## src/pwr_pkg.sv

```systemverilog
// Constants for the pause-control and power-event register bank.
// Assumes a 32-bit Wishbone slave at the core clock of 25 MHz.
// Overview of operation
// - Pause-low flag sets on nonzero low pause; clears on timer zero or new pause frame.
// - Paused flag sets on nonzero pause; clears when pause timer reaches zero.
// - Receive-full flag reads our pause request (threshold, descriptor or force) only while pause-sent is high.
// - Writing one to force-pause raises pause request, as if the FIFO were full.
// - Force-pause reads one from raise by write or descriptor until release.
// - Writing one to release-pause drops a forced pause request, not one from FIFO level; release bit always reads zero.
// - Pause frame requested when receive FIFO free space falls to threshold level.
// - Threshold 000 is 0.5 KB, 001 is 1 KB, then quarter-KB steps to 2.5 KB.
// - Link-change flag sets on link status change; write one clears it.
// - Wake-pattern flag sets on wake frame regardless of enables; write one clears.
// - Matched-frame flag sets on packet filter match; write one clears it.
// - Sideband-ready is read/write, reset zero, and drives the sideband ready signal.
// - Sideband-request reads one while busy with sideband frames; resets zero.
// - Wake-event bit mirrors PM status, set on wake; write one clears it and pin.
// - Power-event byte reset only by alternate reset, not by bus reset, except sideband-request, which bus reset clears.
package pwr_pkg;

  // ***********************************************************
  // Register map
  // ***********************************************************
  localparam logic [7:0] PWR_PAUSE_CONTROL_STATUS_OFS = 8'h18;
  localparam logic [7:0] PWR_POWER_EVENT_FLAGS_OFS    = 8'h18;

  // ***********************************************************
  // Bit positions inside the dword
  // ***********************************************************
  localparam int PWR_LINK_CHANGE_BIT    = 31;
  localparam int PWR_WAKE_PATTERN_BIT   = 30;
  localparam int PWR_MATCHED_FRAME_BIT  = 29;
  localparam int PWR_SB_READY_BIT       = 27;
  localparam int PWR_SB_REQUEST_BIT     = 25;
  localparam int PWR_WAKE_EVENT_BIT     = 24;
  localparam int PWR_PAUSE_LOW_BIT      = 20;
  localparam int PWR_PAUSED_BIT         = 19;
  localparam int PWR_RX_FULL_BIT        = 18;
  localparam int PWR_FORCE_PAUSE_BIT    = 17;
  localparam int PWR_RELEASE_PAUSE_BIT  = 16;
  localparam int PWR_THRESH_LSB         = 8;
  localparam int PWR_THRESH_W           = 3;

  // ***********************************************************
  // Reset values
  // ***********************************************************
  localparam logic [2:0] PWR_THRESH_RST     = 3'h0;
  localparam logic [7:0] PWR_EVENT_BYTE_RST = 8'h00;

  // ***********************************************************
  // Threshold encoding, free bytes
  // ***********************************************************
  localparam int PWR_THRESH_BASE_BYTES = 512;
  localparam int PWR_THRESH_ONE_BYTES  = 1024;
  localparam int PWR_THRESH_STEP_BYTES = 256;

endpackage : pwr_pkg

```

## src/pwr_pause_level.sv

```systemverilog
// Threshold decoder and free-space comparator for the pause request.
// Assumes free-space count comes from receive FIFO logic on the same clock.
`timescale 1ns/100ps
`default_nettype none
module pwr_pause_level #(
  parameter int FREE_W = 13
) (
  input  wire logic [2:0]        level,
  input  wire logic [FREE_W-1:0] freeBytes,
  output logic                   atLevel
);

  logic [FREE_W-1:0] limitBytes;

  // Elaboration check: the top level needs twelve bits
  if (FREE_W < 12)
  begin : g_free_w_check
    $error("pwr_pause_level: FREE_W too narrow for 2.5 KB");
  end

  // ***********************************************************
  // Level decode
  // ***********************************************************
  always_comb
  begin
    if (level == 3'h0)
      limitBytes = FREE_W'(pwr_pkg::PWR_THRESH_BASE_BYTES);
    else
      limitBytes = FREE_W'(pwr_pkg::PWR_THRESH_ONE_BYTES
                   + (int'(level) - 1) * pwr_pkg::PWR_THRESH_STEP_BYTES);
  end

  assign atLevel = (freeBytes <= limitBytes);

endmodule // pwr_pause_level
`default_nettype wire

```

## src/pwr_pause_wake_regs.sv

```systemverilog
// Pause control/status and power-event bytes of one control dword.
// Assumes a classic Wishbone master on clock, event strobes from the MAC.
//
// The implementer's own choice: the Wishbone slave port.
`timescale 1ns/100ps
`default_nettype none
module pwr_pause_wake_regs #(
  parameter int FREE_W  = 13,
  parameter int TIMER_W = 16
) (
  input  wire logic               clock,
  input  wire logic               rstn,
  input  wire logic               altRstn,
  // Wishbone slave
  input  wire logic               wbCyc,
  input  wire logic               wbStb,
  input  wire logic               wbWe,
  input  wire logic [7:0]         wbAdr,
  input  wire logic [3:0]         wbSel,
  input  wire logic [31:0]        wbDatIn,
  output logic [31:0]             wbDatOut,
  output logic                    wbAck,
  // Pause frame events from the receive MAC
  input  wire logic               pauseRx,
  input  wire logic               pauseRxLow,
  input  wire logic [TIMER_W-1:0] pauseRxValue,
  input  wire logic               pauseTick,
  input  wire logic               descriptorPauseFlag,
  input  wire logic [FREE_W-1:0]  rxFreeBytes,
  input  wire logic               pauseSent,
  output logic                    pauseRequest,
  output logic                    macPaused,
  // Wake and status events
  input  wire logic               linkStatus,
  input  wire logic               wakePatternRx,
  input  wire logic               filterMatchRx,
  input  wire logic               wakeEventIn,
  input  wire logic               sidebandBusy,
  output logic                    sidebandReady,
  output logic                    wakeStatusClear,
  output logic                    wakeOutputPin
);

  // ***********************************************************
  // State
  // ***********************************************************
  typedef struct packed {
    logic               ack;
    logic [31:0]        rdata;
    logic [TIMER_W-1:0] timer;
    logic               pausedFlag;
    logic               pauseLowActive;
    logic               forceReq;
    logic [2:0]         level;
    logic               linkSync1;
    logic               linkSync2;
    logic               linkPrev;
    logic [2:0]         linkWarm;
    logic               busySync1;
    logic               busySync2;
    logic               clrPulse;
  } pwr_core_t;

  typedef struct packed {
    logic linkChange;
    logic wakePattern;
    logic matchedFrame;
    logic sbReady;
    logic wakeEvent;
  } pwr_event_t;

  pwr_core_t  r;
  pwr_core_t  next_r;
  pwr_event_t e;
  pwr_event_t next_e;

  logic       atLevel;
  logic       access;
  logic       hit;
  logic       wrHi;
  logic       wrMid;
  logic       wrTop;
  logic       rxFull;
  logic [31:0] readWord;

  if (TIMER_W < 1)
  begin : g_timer_w_check
    $error("pwr_pause_wake_regs: TIMER_W must be positive");
  end

  pwr_pause_level #(
    .FREE_W    (FREE_W)
  ) u_level (
    .level     (r.level),
    .freeBytes (rxFreeBytes),
    .atLevel   (atLevel)
  );

  // ***********************************************************
  // Bus decode
  // ***********************************************************
  assign access = wbCyc && wbStb && !r.ack;
  assign hit    = (wbAdr == pwr_pkg::PWR_PAUSE_CONTROL_STATUS_OFS);
  assign wrMid  = access && hit && wbWe && wbSel[1];
  assign wrHi   = access && hit && wbWe && wbSel[2];
  assign wrTop  = access && hit && wbWe && wbSel[3];

  // Request held while forced, descriptor-raised, or FIFO at level
  assign rxFull = r.forceReq || atLevel;

  always_comb
  begin
    readWord = 32'h0000_0000;
    readWord[pwr_pkg::PWR_LINK_CHANGE_BIT]   = e.linkChange;
    readWord[pwr_pkg::PWR_WAKE_PATTERN_BIT]  = e.wakePattern;
    readWord[pwr_pkg::PWR_MATCHED_FRAME_BIT] = e.matchedFrame;
    readWord[pwr_pkg::PWR_SB_READY_BIT]      = e.sbReady;
    readWord[pwr_pkg::PWR_SB_REQUEST_BIT]    = r.busySync2;
    readWord[pwr_pkg::PWR_WAKE_EVENT_BIT]    = e.wakeEvent;
    readWord[pwr_pkg::PWR_PAUSE_LOW_BIT]     = r.pauseLowActive;
    readWord[pwr_pkg::PWR_PAUSED_BIT]        = r.pausedFlag;
    readWord[pwr_pkg::PWR_RX_FULL_BIT]       = rxFull && pauseSent;
    readWord[pwr_pkg::PWR_FORCE_PAUSE_BIT]   = r.forceReq;
    readWord[pwr_pkg::PWR_THRESH_LSB +: pwr_pkg::PWR_THRESH_W] = r.level;
  end

  // ***********************************************************
  // Core next state
  // ***********************************************************
  always_comb
  begin
    next_r = r;
    next_r.ack = access;
    next_r.clrPulse = 1'b0;
    if (access)
      next_r.rdata = hit ? readWord : 32'h0000_0000;
    if (wrMid)
      next_r.level = wbDatIn[pwr_pkg::PWR_THRESH_LSB +: pwr_pkg::PWR_THRESH_W];
    // Release wins over a same-cycle force write or descriptor flag
    if (descriptorPauseFlag)
      next_r.forceReq = 1'b1;
    if (wrHi && wbDatIn[pwr_pkg::PWR_FORCE_PAUSE_BIT])
      next_r.forceReq = 1'b1;
    if (wrHi && wbDatIn[pwr_pkg::PWR_RELEASE_PAUSE_BIT])
      next_r.forceReq = 1'b0;
    // Pause timer
    if (pauseRx)
    begin
      next_r.timer = pauseRxValue;
      next_r.pausedFlag = (pauseRxValue != '0);
      next_r.pauseLowActive = pauseRxLow && (pauseRxValue != '0);
    end
    else if (r.pausedFlag && pauseTick)
    begin
      next_r.timer = r.timer - TIMER_W'(1);
      if (r.timer == TIMER_W'(1))
      begin
        next_r.pausedFlag = 1'b0;
        next_r.pauseLowActive = 1'b0;
      end
    end
    next_r.linkSync1 = linkStatus;
    next_r.linkSync2 = r.linkSync1;
    next_r.linkPrev  = r.linkSync2;
    next_r.linkWarm  = {r.linkWarm[1:0], 1'b1};
    next_r.busySync1 = sidebandBusy;
    next_r.busySync2 = r.busySync1;
    if (wrTop && wbDatIn[pwr_pkg::PWR_WAKE_EVENT_BIT])
      next_r.clrPulse = 1'b1;
  end

  always_ff @(posedge clock or negedge rstn)
  begin
    if (!rstn)
    begin
      r <= '0;
      r.level <= pwr_pkg::PWR_THRESH_RST;
    end
    else
      r <= next_r;
  end

  // ***********************************************************
  // Power-event byte, set wins over clear
  // ***********************************************************
  always_comb
  begin
    next_e = e;
    if (wrTop)
    begin
      if (wbDatIn[pwr_pkg::PWR_LINK_CHANGE_BIT])
        next_e.linkChange = 1'b0;
      if (wbDatIn[pwr_pkg::PWR_WAKE_PATTERN_BIT])
        next_e.wakePattern = 1'b0;
      if (wbDatIn[pwr_pkg::PWR_MATCHED_FRAME_BIT])
        next_e.matchedFrame = 1'b0;
      if (wbDatIn[pwr_pkg::PWR_WAKE_EVENT_BIT])
        next_e.wakeEvent = 1'b0;
      next_e.sbReady = wbDatIn[pwr_pkg::PWR_SB_READY_BIT];
    end
    // Sync chain refills after a bus reset; a link already up is no change
    if (r.linkWarm[2] && (r.linkSync2 != r.linkPrev))
      next_e.linkChange = 1'b1;
    if (wakePatternRx)
      next_e.wakePattern = 1'b1;
    if (filterMatchRx)
      next_e.matchedFrame = 1'b1;
    if (wakeEventIn)
      next_e.wakeEvent = 1'b1;
  end

  // Only the alternate reset clears this byte
  always_ff @(posedge clock or negedge altRstn)
  begin
    if (!altRstn)
      e <= '0;
    else
      e <= next_e;
  end

  // ***********************************************************
  // Outputs
  // ***********************************************************
  assign wbAck           = r.ack;
  assign wbDatOut        = r.rdata;
  assign pauseRequest    = rxFull;
  assign macPaused       = r.pausedFlag;
  assign sidebandReady   = e.sbReady;
  assign wakeStatusClear = r.clrPulse;
  assign wakeOutputPin   = e.wakeEvent;

endmodule // pwr_pause_wake_regs
`default_nettype wire

```

## config.mk

```make
export PLATFORM = sky130hd
export DESIGN_NAME = pwr_pause_wake_regs
export DESIGN_NICKNAME = d
export VERILOG_FILES = /design/src/pwr_pkg.sv /design/src/pwr_pause_level.sv /design/src/pwr_pause_wake_regs.sv
export SDC_FILE = /design/constraint.sdc
export NUM_CORES = 1
export LEC_CHECK = 0
export ABC_AREA = 1
export CORE_UTILIZATION = 45
export DETAILED_ROUTE_END_ITERATION = 10
export DONT_BUFFER_PORTS = 1
export SYNTH_ARGS = -nofsm -noshare
export SYNTH_HDL_FRONTEND = slang
export SYNTH_HIERARCHICAL = 1
export SYNTH_SLANG_ARGS = --single-unit
```

## constraint.sdc

```tcl
create_clock -name clock -period 4.35 [get_ports clock]
set_input_delay 1.0875 -clock clock [delete_from_list [all_inputs] [get_ports clock]]
set_output_delay 1.0875 -clock clock [all_outputs]
set_load 0.02 [all_outputs]
```

Yosys cells after proc, flatten, opt, wreduce, memory -nomap -nowiden
Index checks and enable logic that the tools add are counted.
{"block": "word_totals", "out_inout_bits": 38, "inputBits": 89, "reg_bits": 69}
{"block": "op_classes", "n_lt_le_gt_ge": 1, "n_addsub": 3, "muxes": 18, "n_reduce_logical": 34, "n_eq_ne": 3}
{"op": "$mux 18", "n": 2}
{"op": "$mux 32", "n": 1}
{"op": "$reduce_bool 2->1", "n": 10}
{"op": "$eq 16x1->1 const B", "n": 1}
{"op": "$reduce_bool 16->1", "n": 1}
{"op": "$sub 16x1->16 const B", "n": 1}
{"op": "$logic_and 1x1->1", "n": 14}
{"op": "$add 12x13->13 const A", "n": 1}
{"op": "$le 13x13->1", "n": 1}
{"op": "$mux 13", "n": 1}
{"op": "$mux 1", "n": 12}
{"op": "$reduce_and 2->1", "n": 5}
{"op": "$eq 8x5->1 const B", "n": 1}
{"op": "$mux 5", "n": 1}
{"op": "$sub 3x1->4 const B", "n": 1}
{"op": "$logic_not 3->1", "n": 1}
{"op": "$reduce_bool 3->1", "n": 1}
{"op": "$mux 2", "n": 1}
{"op": "$logic_not 1->1", "n": 1}
{"op": "$logic_or 1x1->1", "n": 1}
{"op": "$ne 1x1->1", "n": 1}

Logic depth before layout (Yosys ltp)
Gate-level depths: netlist of the first run.
{"block": "depth", "depth_word": 8, "mapped_depth": 15, "mapped_depth_nobuf": 15}

Cells and area by module
The synthesis of the first run kept the hierarchy.
{"mod": "pwr_pause_wake_regs", "cells_per_inst": 329, "seq_area_each_um2": 1251.2, "instances": 1, "area_each_um2": 2782.7}
{"mod": "pwr_pause_level", "cells_per_inst": 48, "seq_area_each_um2": 0.0, "instances": 1, "area_each_um2": 264.0}

Least setup slack after synthesis of the first run
Ideal clock, no wire load.
{"block": "synth_path", "path_type": "reg2out", "startpoint": "reg r[9] (netlist name)", "endpoint": "out pauseRequest", "arrival_ns": 2.165, "slack_ns": 1.097, "required_ns": 3.263, "stages_incl_launch_ff": 13, "path_cell_list": "dfrtp_1 > inv_1 > ha_1 > xnor2_1 > ha_1 > or2_1 > ha_1 > nand2_1 > nor2_1 > nand2_1 > nand3_1 > nand2_1 > or2_2"}
{"block": "synth_between", "elab_chain_cells": 5, "elab_cells_between_ends": 6, "classes_between": "add/sub: 2; order compare: 1; mux: 1; reduce/logical: 2"}
{"item": "$sub 3x1->4", "line_no": "pwr_pause_level.sv:30", "source": "+ (int'(level) - 1) * pwr_pkg::PWR_THRESH_STEP_BYTES);"}
{"item": "$add 12x13->13", "line_no": "pwr_pause_level.sv:30"}
{"item": "$mux 13 *", "line_no": "pwr_pause_level.sv:26", "source": "if (level == 3'h0)"}
{"item": "$le 13x13->1 *", "line_no": "pwr_pause_level.sv:33", "source": "assign atLevel = (freeBytes <= limitBytes);"}
{"item": "net atLevel", "line_no": "pwr_pause_wake_regs.sv:77", "source": "logic atLevel;"}
{"item": "$logic_or 1x1->1 *", "line_no": "pwr_pause_wake_regs.sv:109", "source": "assign rxFull = r.forceReq || atLevel;"}
{"item": "to (decl)", "line_no": "pwr_pause_wake_regs.sv:31", "source": "output logic pauseRequest,"}
Mark *: on every way through the listed nets, which the timed path passes. The rest lies on a longest branch.

Worst setup path after layout of the first run
{"block": "layout_path", "startpoint": "reg r[9] (netlist name)", "endpoint": "out pauseRequest"}
{"block": "layout_between", "elab_chain_cells": 5, "elab_cells_between_ends": 6, "classes_between": "add/sub: 2; order compare: 1; mux: 1; reduce/logical: 2"}
{"item": "$sub 3x1->4", "line_no": "pwr_pause_level.sv:30"}
{"item": "$add 12x13->13", "line_no": "pwr_pause_level.sv:30"}
{"item": "$mux 13 *", "line_no": "pwr_pause_level.sv:26"}
{"item": "$le 13x13->1 *", "line_no": "pwr_pause_level.sv:33"}
{"item": "net atLevel", "line_no": "pwr_pause_wake_regs.sv:77"}
{"item": "$logic_or 1x1->1 *", "line_no": "pwr_pause_wake_regs.sv:109"}
Marks and branches as above.

==> metrics.md, run 1 <==
| Metric | Value |
|---|---|
| Post-route DRC | 19 |
| Util after Layout | 0.469 |
| Area grow syn2layout | -0.534% |
| First-pass GRT wire length | 10.2 mm |
| Failing checks | DRC |
| Max cap viols | 0 |
| Status | finished with violations |
| Worst path bufs/invs | 1 |
| Layout cell share with drive strength beyond 1 | 0.110 |
| Critical path data required time | 3260 ps |
| CP endpoint kind | output port |
| Syn Inst Count | 377 |
| Setup Crit Path Kind | flop to output port |
| Slowest CP cell | dfrtp_1 |
| Tcrit/Tclk final | 0.864 |
| Wire per inst | 13.8 um |
| Bufs on Longest Clock Path | 2 |
| Total GRT Usage | 0.182 |
| Tmin final | 3760 ps |
| Synth Flop Type | dfrtp_1 |
| Dominant cell type by area after synthesis | dfrtp_1 |
| Final Max Tran Viols | 0 |
| Number of port buffers | 0 |
| CTS Hold Buffers Added | 0 |
| Grt total ovfl | 0 |
| Core Rows | 29 |
| Unrepaired setup endpoints after global routing | no |
| VDD IR max | 0.000216 V |
| Placement Cell Area | 2910 sq um |
| Total Nets Final | 463 |
| Clock slew seen by the registers of the worst setup and hold paths | 100 ps |
| Flops & latches, synth | 50 |
| Mapped Area | 3050 sq um |
| Via density | 5.13 |
| TritonCTS clock tree | done |
| Crit path DAT | 2670 ps |
| Warnings, synthesis | 6 |
| Mean Syn Cell Area | 8.08 sq um |
| Post-synth cell types | 34 |
| HPWL after DPL | 4.60 mm |
| # fillers | 672 |
| Iter 0 DRT Violations | 91 |
| Fmax | 0.266 GHz |
| Top cell type's share of synthesized area | 0.411 |
| Chip width | 84.3 um |
| Top Family by Delay on Critical Path | simple AND/OR/NAND/NOR gates |
| Critical Path Start Type | flop |
| Ant. Diodes | 0 |
| Global placer's final weighted congestion | 0.833 |
| Sequential share of the synthesized area | 0.411 |
| Crit-path max cell delay | 430 ps |
| Most common cell in the netlist | nand2_1 |
| TritonCTS sink count | 50 |
| Root buffer cell | clkbuf_8 |
| Final wirelength | 6.09 mm |
| Total CTS buffers | 5 |
| Final instance area | 3030 sq um |
| Post-CTS setup buffer count | 0 |
| Post-synth EDFFs | 0 |
| Worst Hold Class | flop to flop |
| Final Hold Fails | 0 |
| Power per cell area | 329 nW/um^2 |
| Final setup viols | 0 |
| LEAKAGE | 0.00149 uW |
| Drt pass-1 iters | 8 |
| Post-synth top cells | 77 x nand2_1, 50 x dfrtp_1, 50 x inv_1, 39 x nor2_1, 33 x buf_4 |
| Largest net degree at the start of global routing | 46 |
| CP cell instances | inv_1 -> ha_1 -> xnor2_1 -> ha_1 -> or2_1 -> ha_1 -> nand2_1 -> nor2_1 -> nand2_1 -> nand3_1 -> nand2_1 -> or2_2 |
| Setup_tns | 0 ps |
| Synth top area cells | dfrtp_1 41%, nand2_1 9.5%, buf_4 8.1% |
| Crit-path max FO | 5 |
| Via count | 2268 |
| Die height | 84.3 um |
| Initial antenna violation count | 0 |
| Resize count post-CTS | 0 |
| Io pins | 127 |
| H-tree Lvls | 2 |
| Post-DRT Antenna Nets | 0 |
| Tot Pwr | 996 uW |
| Skew final | 6.16 ps |
| Worst-Skew Late Latency | 300 ps |
| Die area | 7100 sq um |
| Fraction of registers with async set/reset | 1.00 |
| Core Box Area | 6460 sq um |
| Initial core utilization | 0.472 |
| Via count of the first global-routing pass | 2213 |
metrics by stage:
step,setup slack [ps],instances,hold slack (ps)
after global routing,332,442,364
after global placement,964,434,333
after floorplan,1100,395,331
after CTS,570,442,363
after detailed placement,921,434,339
final,593,442,359
cells by family (layout without fill, tap and decap cells):
group | after synthesis | in the layout | share of synthesized area
compound gates | 48 | 48 | 0.111
xor+xnor | 6 | 6 | 0.0172
fa+ha+maj | 10 | 10 | 0.0411
buf+inv | 93 | 63 | 0.166
flops | 50 | 50 | 0.411
other cells | 2 | 20 | 0.00246
simple gates | 168 | 168 | 0.252
routing by layer:
layer	wire length, um	global-route usage	vias to the layer above	share of wire
met5	0	0	-	0
met4	59	0.0439	0	0.0097
met3	377	0.0472	4	0.062
met2	3070	0.328	68	0.50
met1	2580	0.216	1070	0.42
li1	-	-	1126	-
where the power goes:
part / internal (uW) / switching, uW / leakage [uW]
Clock: 176 / 172 / 0.0000563
Sequential: 489 / 24.8 / 0.000619
Combinational: 44.9 / 89.9 / 0.000818
cells in the final DEF, fill, tap and decap left out, types with 4 or more instances in the layout:
master / instances
o21ai_0: 10
o21bai_1: 7
nand4_1: 9
a21oi_1: 6
clkbuf_8: 5
inv_1: 50
nand2_1: 77
o22ai_1: 7
nor2_1: 39
ha_1: 10
dfrtp_1: 50
nor2_2: 4
nor2_4: 4
a22o_2: 10
inv_2: 5
nand3_1: 20
xor2_1: 4
conb_1: 20
final timing paths:
check	end	slack, ps	cells past startpoint	startpoint
max in group asynchronous	r[21]	3800	0	rstn
min	r[5]	360	0	next_r[5]
max reg2reg	wbDatOut[18]	1710	14	r[9]
max	pauseRequest	590	12	r[9]
min in group asynchronous	e[2]	460	0	altRstn
min reg2reg	r[5]	360	0	next_r[5]
registers in the layout, summed over array words and instances (netlist names):
| register | cells |
|---|---|
| next_r | 5 |
| wbAck | 1 |
| sidebandReady | 1 |
| macPaused | 1 |
| wakeOutputPin | 1 |
| e | 3 |
| wakeStatusClear | 1 |
| wbDatOut | 13 |
| r | 24 |
area by class of cell:
type	count	area (sq um)	area share
Clock inverter	3	48.8	0.0161
Multi-Input combinational cell	252	1360	0.448
Sequential cell	50	1250	0.413
Clock buffer	5	68.8	0.0227
Tap cell	77	96.3	0.0318
Inverter	55	206	0.0681
Power figures use the tool's default switching activity.
==> run 2: changes to the inputs <==
--- a/config.mk
+++ b/config.mk
@@ -9,6 +9,8 @@
 export CORE_UTILIZATION = 45
 export DETAILED_ROUTE_END_ITERATION = 10
 export DONT_BUFFER_PORTS = 1
+export PLACE_DENSITY = 0.56
+export SKIP_CTS_REPAIR_TIMING = 1
 export SYNTH_ARGS = -nofsm -noshare
 export SYNTH_HDL_FRONTEND = slang
 export SYNTH_HIERARCHICAL = 1
==> run 2 against run 1 <==
  * The flow still finishes with violations (DRC)
  * Die area stayed put
  * Non-clock buffer count is the same
  * Total power up 0.45%
  * Via count stayed put
  * Cell count stayed put
  * Largest power group unchanged
==> metrics.md, run 2 (same netlist as run 1, synthesis figures left out) <==
| Metric | Value |
|---|---|
| Die height | 84.3 um (unchanged) |
| Final setup viols | 0 (unchanged) |
| Tcrit/Tclk final | 0.869 (+0.00506) |
| Number of port buffers | 0 (unchanged) |
| Critical Path Start Type | flop |
| Total Nets Final | 463 (unchanged) |
| Largest register FFs | 24 (unchanged) |
| Total CTS buffers | 5 (unchanged) |
| Die area | 7100 sq um (unchanged) |
| Via count | 2268 (unchanged) |
| Layout cell share with drive strength beyond 1 | 0.110 (unchanged) |
| Largest net degree at the start of global routing | 46 (unchanged) |
| Setup_tns | 0 ps (unchanged) |
| Core Box Area | 6460 sq um (unchanged) |
| Post-route DRC | 22 (+3) |
| Multi-input gate area | 1360 sq um (unchanged) |
| Clock slew seen by the registers of the worst setup and hold paths | 90 ps (about the same) |
| Grt total ovfl | 0 (unchanged) |
| Worst Hold Endpoint | next_r[6] |
| Commonest non-fill, non-tap cell in the layout | nand2_1 |
| Wire per inst | 13.8 um (+0.28%) |
| Via count of the first global-routing pass | 2257 (+2.0%) |
| R2r startpoint | r[9] |
| Crit-path max FO | 5 (unchanged) |
| Via density | 5.13 (unchanged) |
| Root buffer cell | clkbuf_8 |
| Initial core utilization | 0.472 (unchanged) |
| Crit path DAT | 2690 ps (+20 ps) |
| Skew final | 13.7 ps (+7.53 ps) |
| Final wirelength | 6.10 mm (+0.28%) |
| Failing checks | DRC |
| Core Rows | 29 (unchanged) |
| Hold slack | 359 ps (+0.244 ps) |
| Final Max Tran Viols | 0 (unchanged) |
| First-pass GRT wire length | 10.3 mm (+0.81%) |
| Ant. Diodes | 0 (unchanged) |
| Util after Layout | 0.470 (+0.000581) |
| Io pins | 127 (unchanged) |
| Global placer's final weighted congestion | 0.862 (+3.6%) |
| Worst R2R Setup Slack | 1690 ps (-20 ps) |
| Power per cell area | 330 nW/um^2 (+0.33%) |
| LEAKAGE | 0.00150 uW (+0.37%) |
| Drt pass-1 iters | 7 (-1) |
| Max cap viols | 0 (unchanged) |
| Chip width | 84.3 um (unchanged) |
| Register area | 1250 sq um (unchanged) |
| Area grow syn2layout | -0.411% |
| Post-DRT Antenna Nets | 0 (unchanged) |
| Cell depth of the worst flop-to-flop path | 14 (unchanged) |
| Critical path data required time | 3260 ps (about the same) |
| H-tree Lvls | 2 (unchanged) |
| Commonest cells after routing, fill and taps aside | 77 x nand2_1, 50 x inv_1, 50 x dfrtp_1, 39 x nor2_1 |
| Top reg by flops | r |
| TritonCTS sink count | 50 (unchanged) |
| CP endpoint kind | output port |
| Bufs on Longest Clock Path | 2 (unchanged) |
| Worst-Skew Late Latency | 310 ps (about the same) |
| Worst Hold Class | flop to flop |
| Status | finished with violations |
| VDD IR max | 0.000162 V (-25%) |
| # fillers | 660 (-1.8%) |
| Unrepaired setup endpoints after global routing | no |
| Hold Path Origin | next_r[7] |
| Tmin final | 3780 ps (+22.0 ps) |
| Final Hold Fails | 0 (unchanged) |
| Iter 0 DRT Violations | 115 (+26%) |
| Total GRT Usage | 0.184 (+0.00238) |
| TritonCTS clock tree | done |
| Setup Crit Path Kind | flop to output port |
| Initial antenna violation count | 0 (unchanged) |
| Reg2reg end | wbDatOut[18] |
| HPWL after DPL | 4.62 mm (+0.51%) |
| Min-Delay Path Depth | 0 (unchanged) |
| Fmax | 0.265 GHz (-0.58%) |
==> run 2: cell types whose count changed in the layout (fill, tap and decap cells not counted), sizes merged <==
cell,delta
clkbuf,+1
clkinvlp,-1
==> run 2: area by class of cell <==
| class | count | area share |
|---|---|---|
| inverter | 55 | 0.0680 |
| sequential | 50 | 0.412 |
| multi-input combinational | 252 | 0.448 |
| tap | 77 | 0.0318 |
| clock inverter | 2 | 0.0128 |
| clock buffer | 6 | 0.0272 |
==> run 2: how the worst max path moves through the flow <==
stage / from / endpoint / slack [ps] / cells past startpoint
finish: r[9] / pauseRequest / 570 / 12
global placement: r[9] / pauseRequest / 970 / 13
detailed placement: r[9] / pauseRequest / 930 / 12
floorplan: r[9] / pauseRequest / 1100 / 12
global route: r[9] / pauseRequest / 370 / 13
CTS: r[9] / pauseRequest / 570 / 12
==> run 2: report_power, final <==
group | internal, uW | switching, uW
Combinational | 45.0 | 89.8
Clock | 189 | 163
Sequential | 489 | 25.0
Total | 723 | 278
==> run 2: critical path, cell delays in order (launching register included) <==
cell     delay [ps]
dfrtp_1         430
inv_1            80
ha_1            210
xnor2_1         220
ha_1            270
or2_1           230
ha_1            270
nand2_1          70
nor2_1          100
nand2_1          60
nand3_1          60
nand2_1          40
or2_2           360
==> run 2: routing by layer <==
metal	vias up	wire length, um	track usage
li1	1122	-	-
met1	1047	2640	0.227
met2	84	2890	0.308
met3	15	426	0.0413
met4	0	146	0.0831
met5	-	0	0
==> run 2: stage by stage <==
step	std cells	area [sq um]	power [uW]	setup slack, ps
after detailed placement	434	2910	658	932
after global placement	434	2910	655	966
after global routing	442	3030	1060	366
final	442	3030	1000	571
after floorplan	395	3110	649	1100
after CTS	442	3030	1010	574
==> run 3: changes to the inputs <==
--- a/config.mk
+++ b/config.mk
@@ -6,9 +6,11 @@
 export NUM_CORES = 1
 export LEC_CHECK = 0
 export ABC_AREA = 1
+export CORE_MARGIN = 2
 export CORE_UTILIZATION = 45
 export DETAILED_ROUTE_END_ITERATION = 10
 export DONT_BUFFER_PORTS = 1
+export GPL_TIMING_DRIVEN = 0
 export PLACE_DENSITY = 0.56
 export SKIP_CTS_REPAIR_TIMING = 1
 export SYNTH_ARGS = -nofsm -noshare
==> run 3 against run 2 <==
  * The flow now finishes without violations
  * Clock skew is 2.5 ps lower
  * Global-route usage decreased by 0.096 points
  * Utilization is 4.4 points higher
  * Sequential cell count is the same
  * Total power shrank 0.70%
  * Die area increased by 4.8%
  * Routed wire length up 7.1%
  * Worst setup slack better by 39 ps
  * Via count up 4.6%
  * Critical endpoint unchanged
==> metrics.md, run 3 (same netlist as run 1, synthesis figures left out) <==
| Metric | Value |
|---|---|
| Power per cell area | 299 nW/um^2 (-9.2%) |
| Core Box Area | 6460 sq um (unchanged) |
| Post-route DRC | 0 (-100%) |
| Root buffer cell | clkbuf_8 |
| Slowest CP cell | dfrtp_1 |
| Initial core utilization | 0.472 (unchanged) |
| Commonest cells after routing, fill and taps aside | 77 x nand2_1, 50 x inv_1, 50 x dfrtp_1, 39 x nor2_1, 33 x buf_4 |
| R2r startpoint | r[9] |
| Die area | 7440 sq um (+4.8%) |
| Drt pass-1 iters | 4 (-3) |
| LEAKAGE | 0.00170 uW (+14%) |
| Die height | 86.3 um (+2.4%) |
| Tot Pwr | 994 uW (-0.70%) |
| Unrepaired setup endpoints after global routing | no |
| Grt total ovfl | 0 (unchanged) |
| Via count | 2373 (+4.6%) |
| First-pass GRT wire length | 10.7 mm (+3.5%) |
| HPWL after DPL | 5.05 mm (+9.3%) |
| Final Max Tran Viols | 0 (unchanged) |
| Critical Path Start Type | flop |
| Via density | 4.94 (-3.7%) |
| Status | finished clean |
| TritonCTS clock tree | done |
| Post-DRT Antenna Nets | 0 (unchanged) |
| TritonCTS sink count | 50 (unchanged) |
| VDD IR max | 0.000131 V (-19%) |
| Top reg by flops | r |
| Worst path depth | 12 (unchanged) |
| Total Nets Final | 501 (+8.2%) |
| Commonest non-fill, non-tap cell in the layout | nand2_1 |
| Worst path bufs/invs | 1 (unchanged) |
| Largest register FFs | 24 (unchanged) |
| Util after Layout | 0.514 (+0.0442) |
| Critical path data required time | 3260 ps (about the same) |
| Crit path DAT | 2650 ps (-40 ps) |
| H-tree Lvls | 2 (unchanged) |
| Crit-path max FO | 5 (unchanged) |
| Chip width | 86.3 um (+2.4%) |
| Reg2reg end | wbDatOut[18] |
| Clock slew seen by the registers of the worst setup and hold paths | 90 ps (about the same) |
| Final Hold Fails | 0 (unchanged) |
| Worst Hold Endpoint | next_r[6] |
| Total CTS buffers | 5 (unchanged) |
| CP cell instances | inv_1 -> ha_1 -> xnor2_1 -> ha_1 -> or2_1 -> ha_1 -> nand2_1 -> nor2_1 -> nand2_1 -> nand3_1 -> nand2_1 -> or2_2 |
| Tmin final | 3740 ps (-39.4 ps) |
| Via count of the first global-routing pass | 2322 (+2.9%) |
| Core Rows | 29 (unchanged) |
| Total GRT Usage | 0.183 (-0.000958) |
| Max cap viols | 0 (unchanged) |
| Ant. Diodes | 0 (unchanged) |
| Worst R2R Setup Slack | 1730 ps (+40 ps) |
| Number of port buffers | 0 (unchanged) |
| Layout cell share with drive strength beyond 1 | 0.194 (+0.0840) |
| Cell depth of the worst flop-to-flop path | 14 (unchanged) |
| Area grow syn2layout | 8.95% |
| CP endpoint kind | output port |
| Setup_tns | 0 ps (unchanged) |
| Top Family by Delay on Critical Path | simple AND/OR/NAND/NOR gates |
| Skew final | 11.2 ps (-2.51 ps) |
| Worst-Skew Late Latency | 300 ps (about the same) |
| Fmax | 0.267 GHz (+1.1%) |
| Bufs on Longest Clock Path | 2 (unchanged) |
| Crit-path max cell delay | 430 ps (about the same) |
| Worst Hold Class | flop to flop |
| Min-Delay Path Depth | 0 (unchanged) |
| Tcrit/Tclk final | 0.860 (-0.00905) |
| Setup Crit Path Kind | flop to output port |
| Final wirelength | 6.54 mm (+7.1%) |
| Initial antenna violation count | 0 (unchanged) |
| Wire per inst | 13.6 um (-1.4%) |
| Iter 0 DRT Violations | 81 (-30%) |
| Io pins | 127 (unchanged) |
| Global placer's final weighted congestion | 0.887 (+2.9%) |
| Final setup viols | 0 (unchanged) |
| Largest net degree at the start of global routing | 46 (unchanged) |
| Hold Path Origin | next_r[7] |
[run 3: cell count changes in the layout (fill, tap and decap cells not counted), sizes merged]
cell / delta
clkinv: +2
clkbuf: -1
inv: -1
buf: +38
[run 3: worst max path at each step]
stage                     start            to  slack (ps)
after detailed placement   r[9]  pauseRequest         930
final                      r[9]  pauseRequest         610
after global routing       r[9]  pauseRequest         370
after floorplan            r[9]  pauseRequest        1100
after CTS                  r[9]  pauseRequest         580
after global placement     r[9]  pauseRequest         930
[run 3: cell type report]
class | count | area [sq um]
multi-input cells | 252 | 1360
flip-flops and latches | 50 | 1250
inverters | 55 | 206
plain buffers | 38 | 298
clock buffers | 5 | 68.8
fillers | 668 | 3140
clock inverters | 3 | 40.0
well taps | 77 | 96.3
[run 3: power breakdown]
group	total, uW	internal, uW	switching (uW)
Sequential	513	489	23.9
Combinational	157	60.7	96.5
Clock	324	169	154
Total	994	719	275
[run 3: stage by stage]
step / setup WS [ps] / cell area (sq um) / instances / hold slack (ps)
3_5_place_dp: 929 / 3210 / 472 / 339
3_3_place_gp: 930 / 3210 / 472 / 332
5_1_grt: 370 / 3320 / 480 / 366
6_report: 611 / 3320 / 480 / 357
4_1_cts: 584 / 3320 / 480 / 361
2_1_floorplan: 1100 / 3110 / 395 / 331
[run 3: per-layer routing]
layer  vias to the layer above  part of all wire  track usage  wire length (um)
li1                       1200                 -            -                 -
met1                      1086              0.43        0.218              2840
met2                        81              0.49        0.329              3210
met3                         6             0.064       0.0390               421
met4                         0             0.010       0.0582                68
met5                         -                 0            0                 0
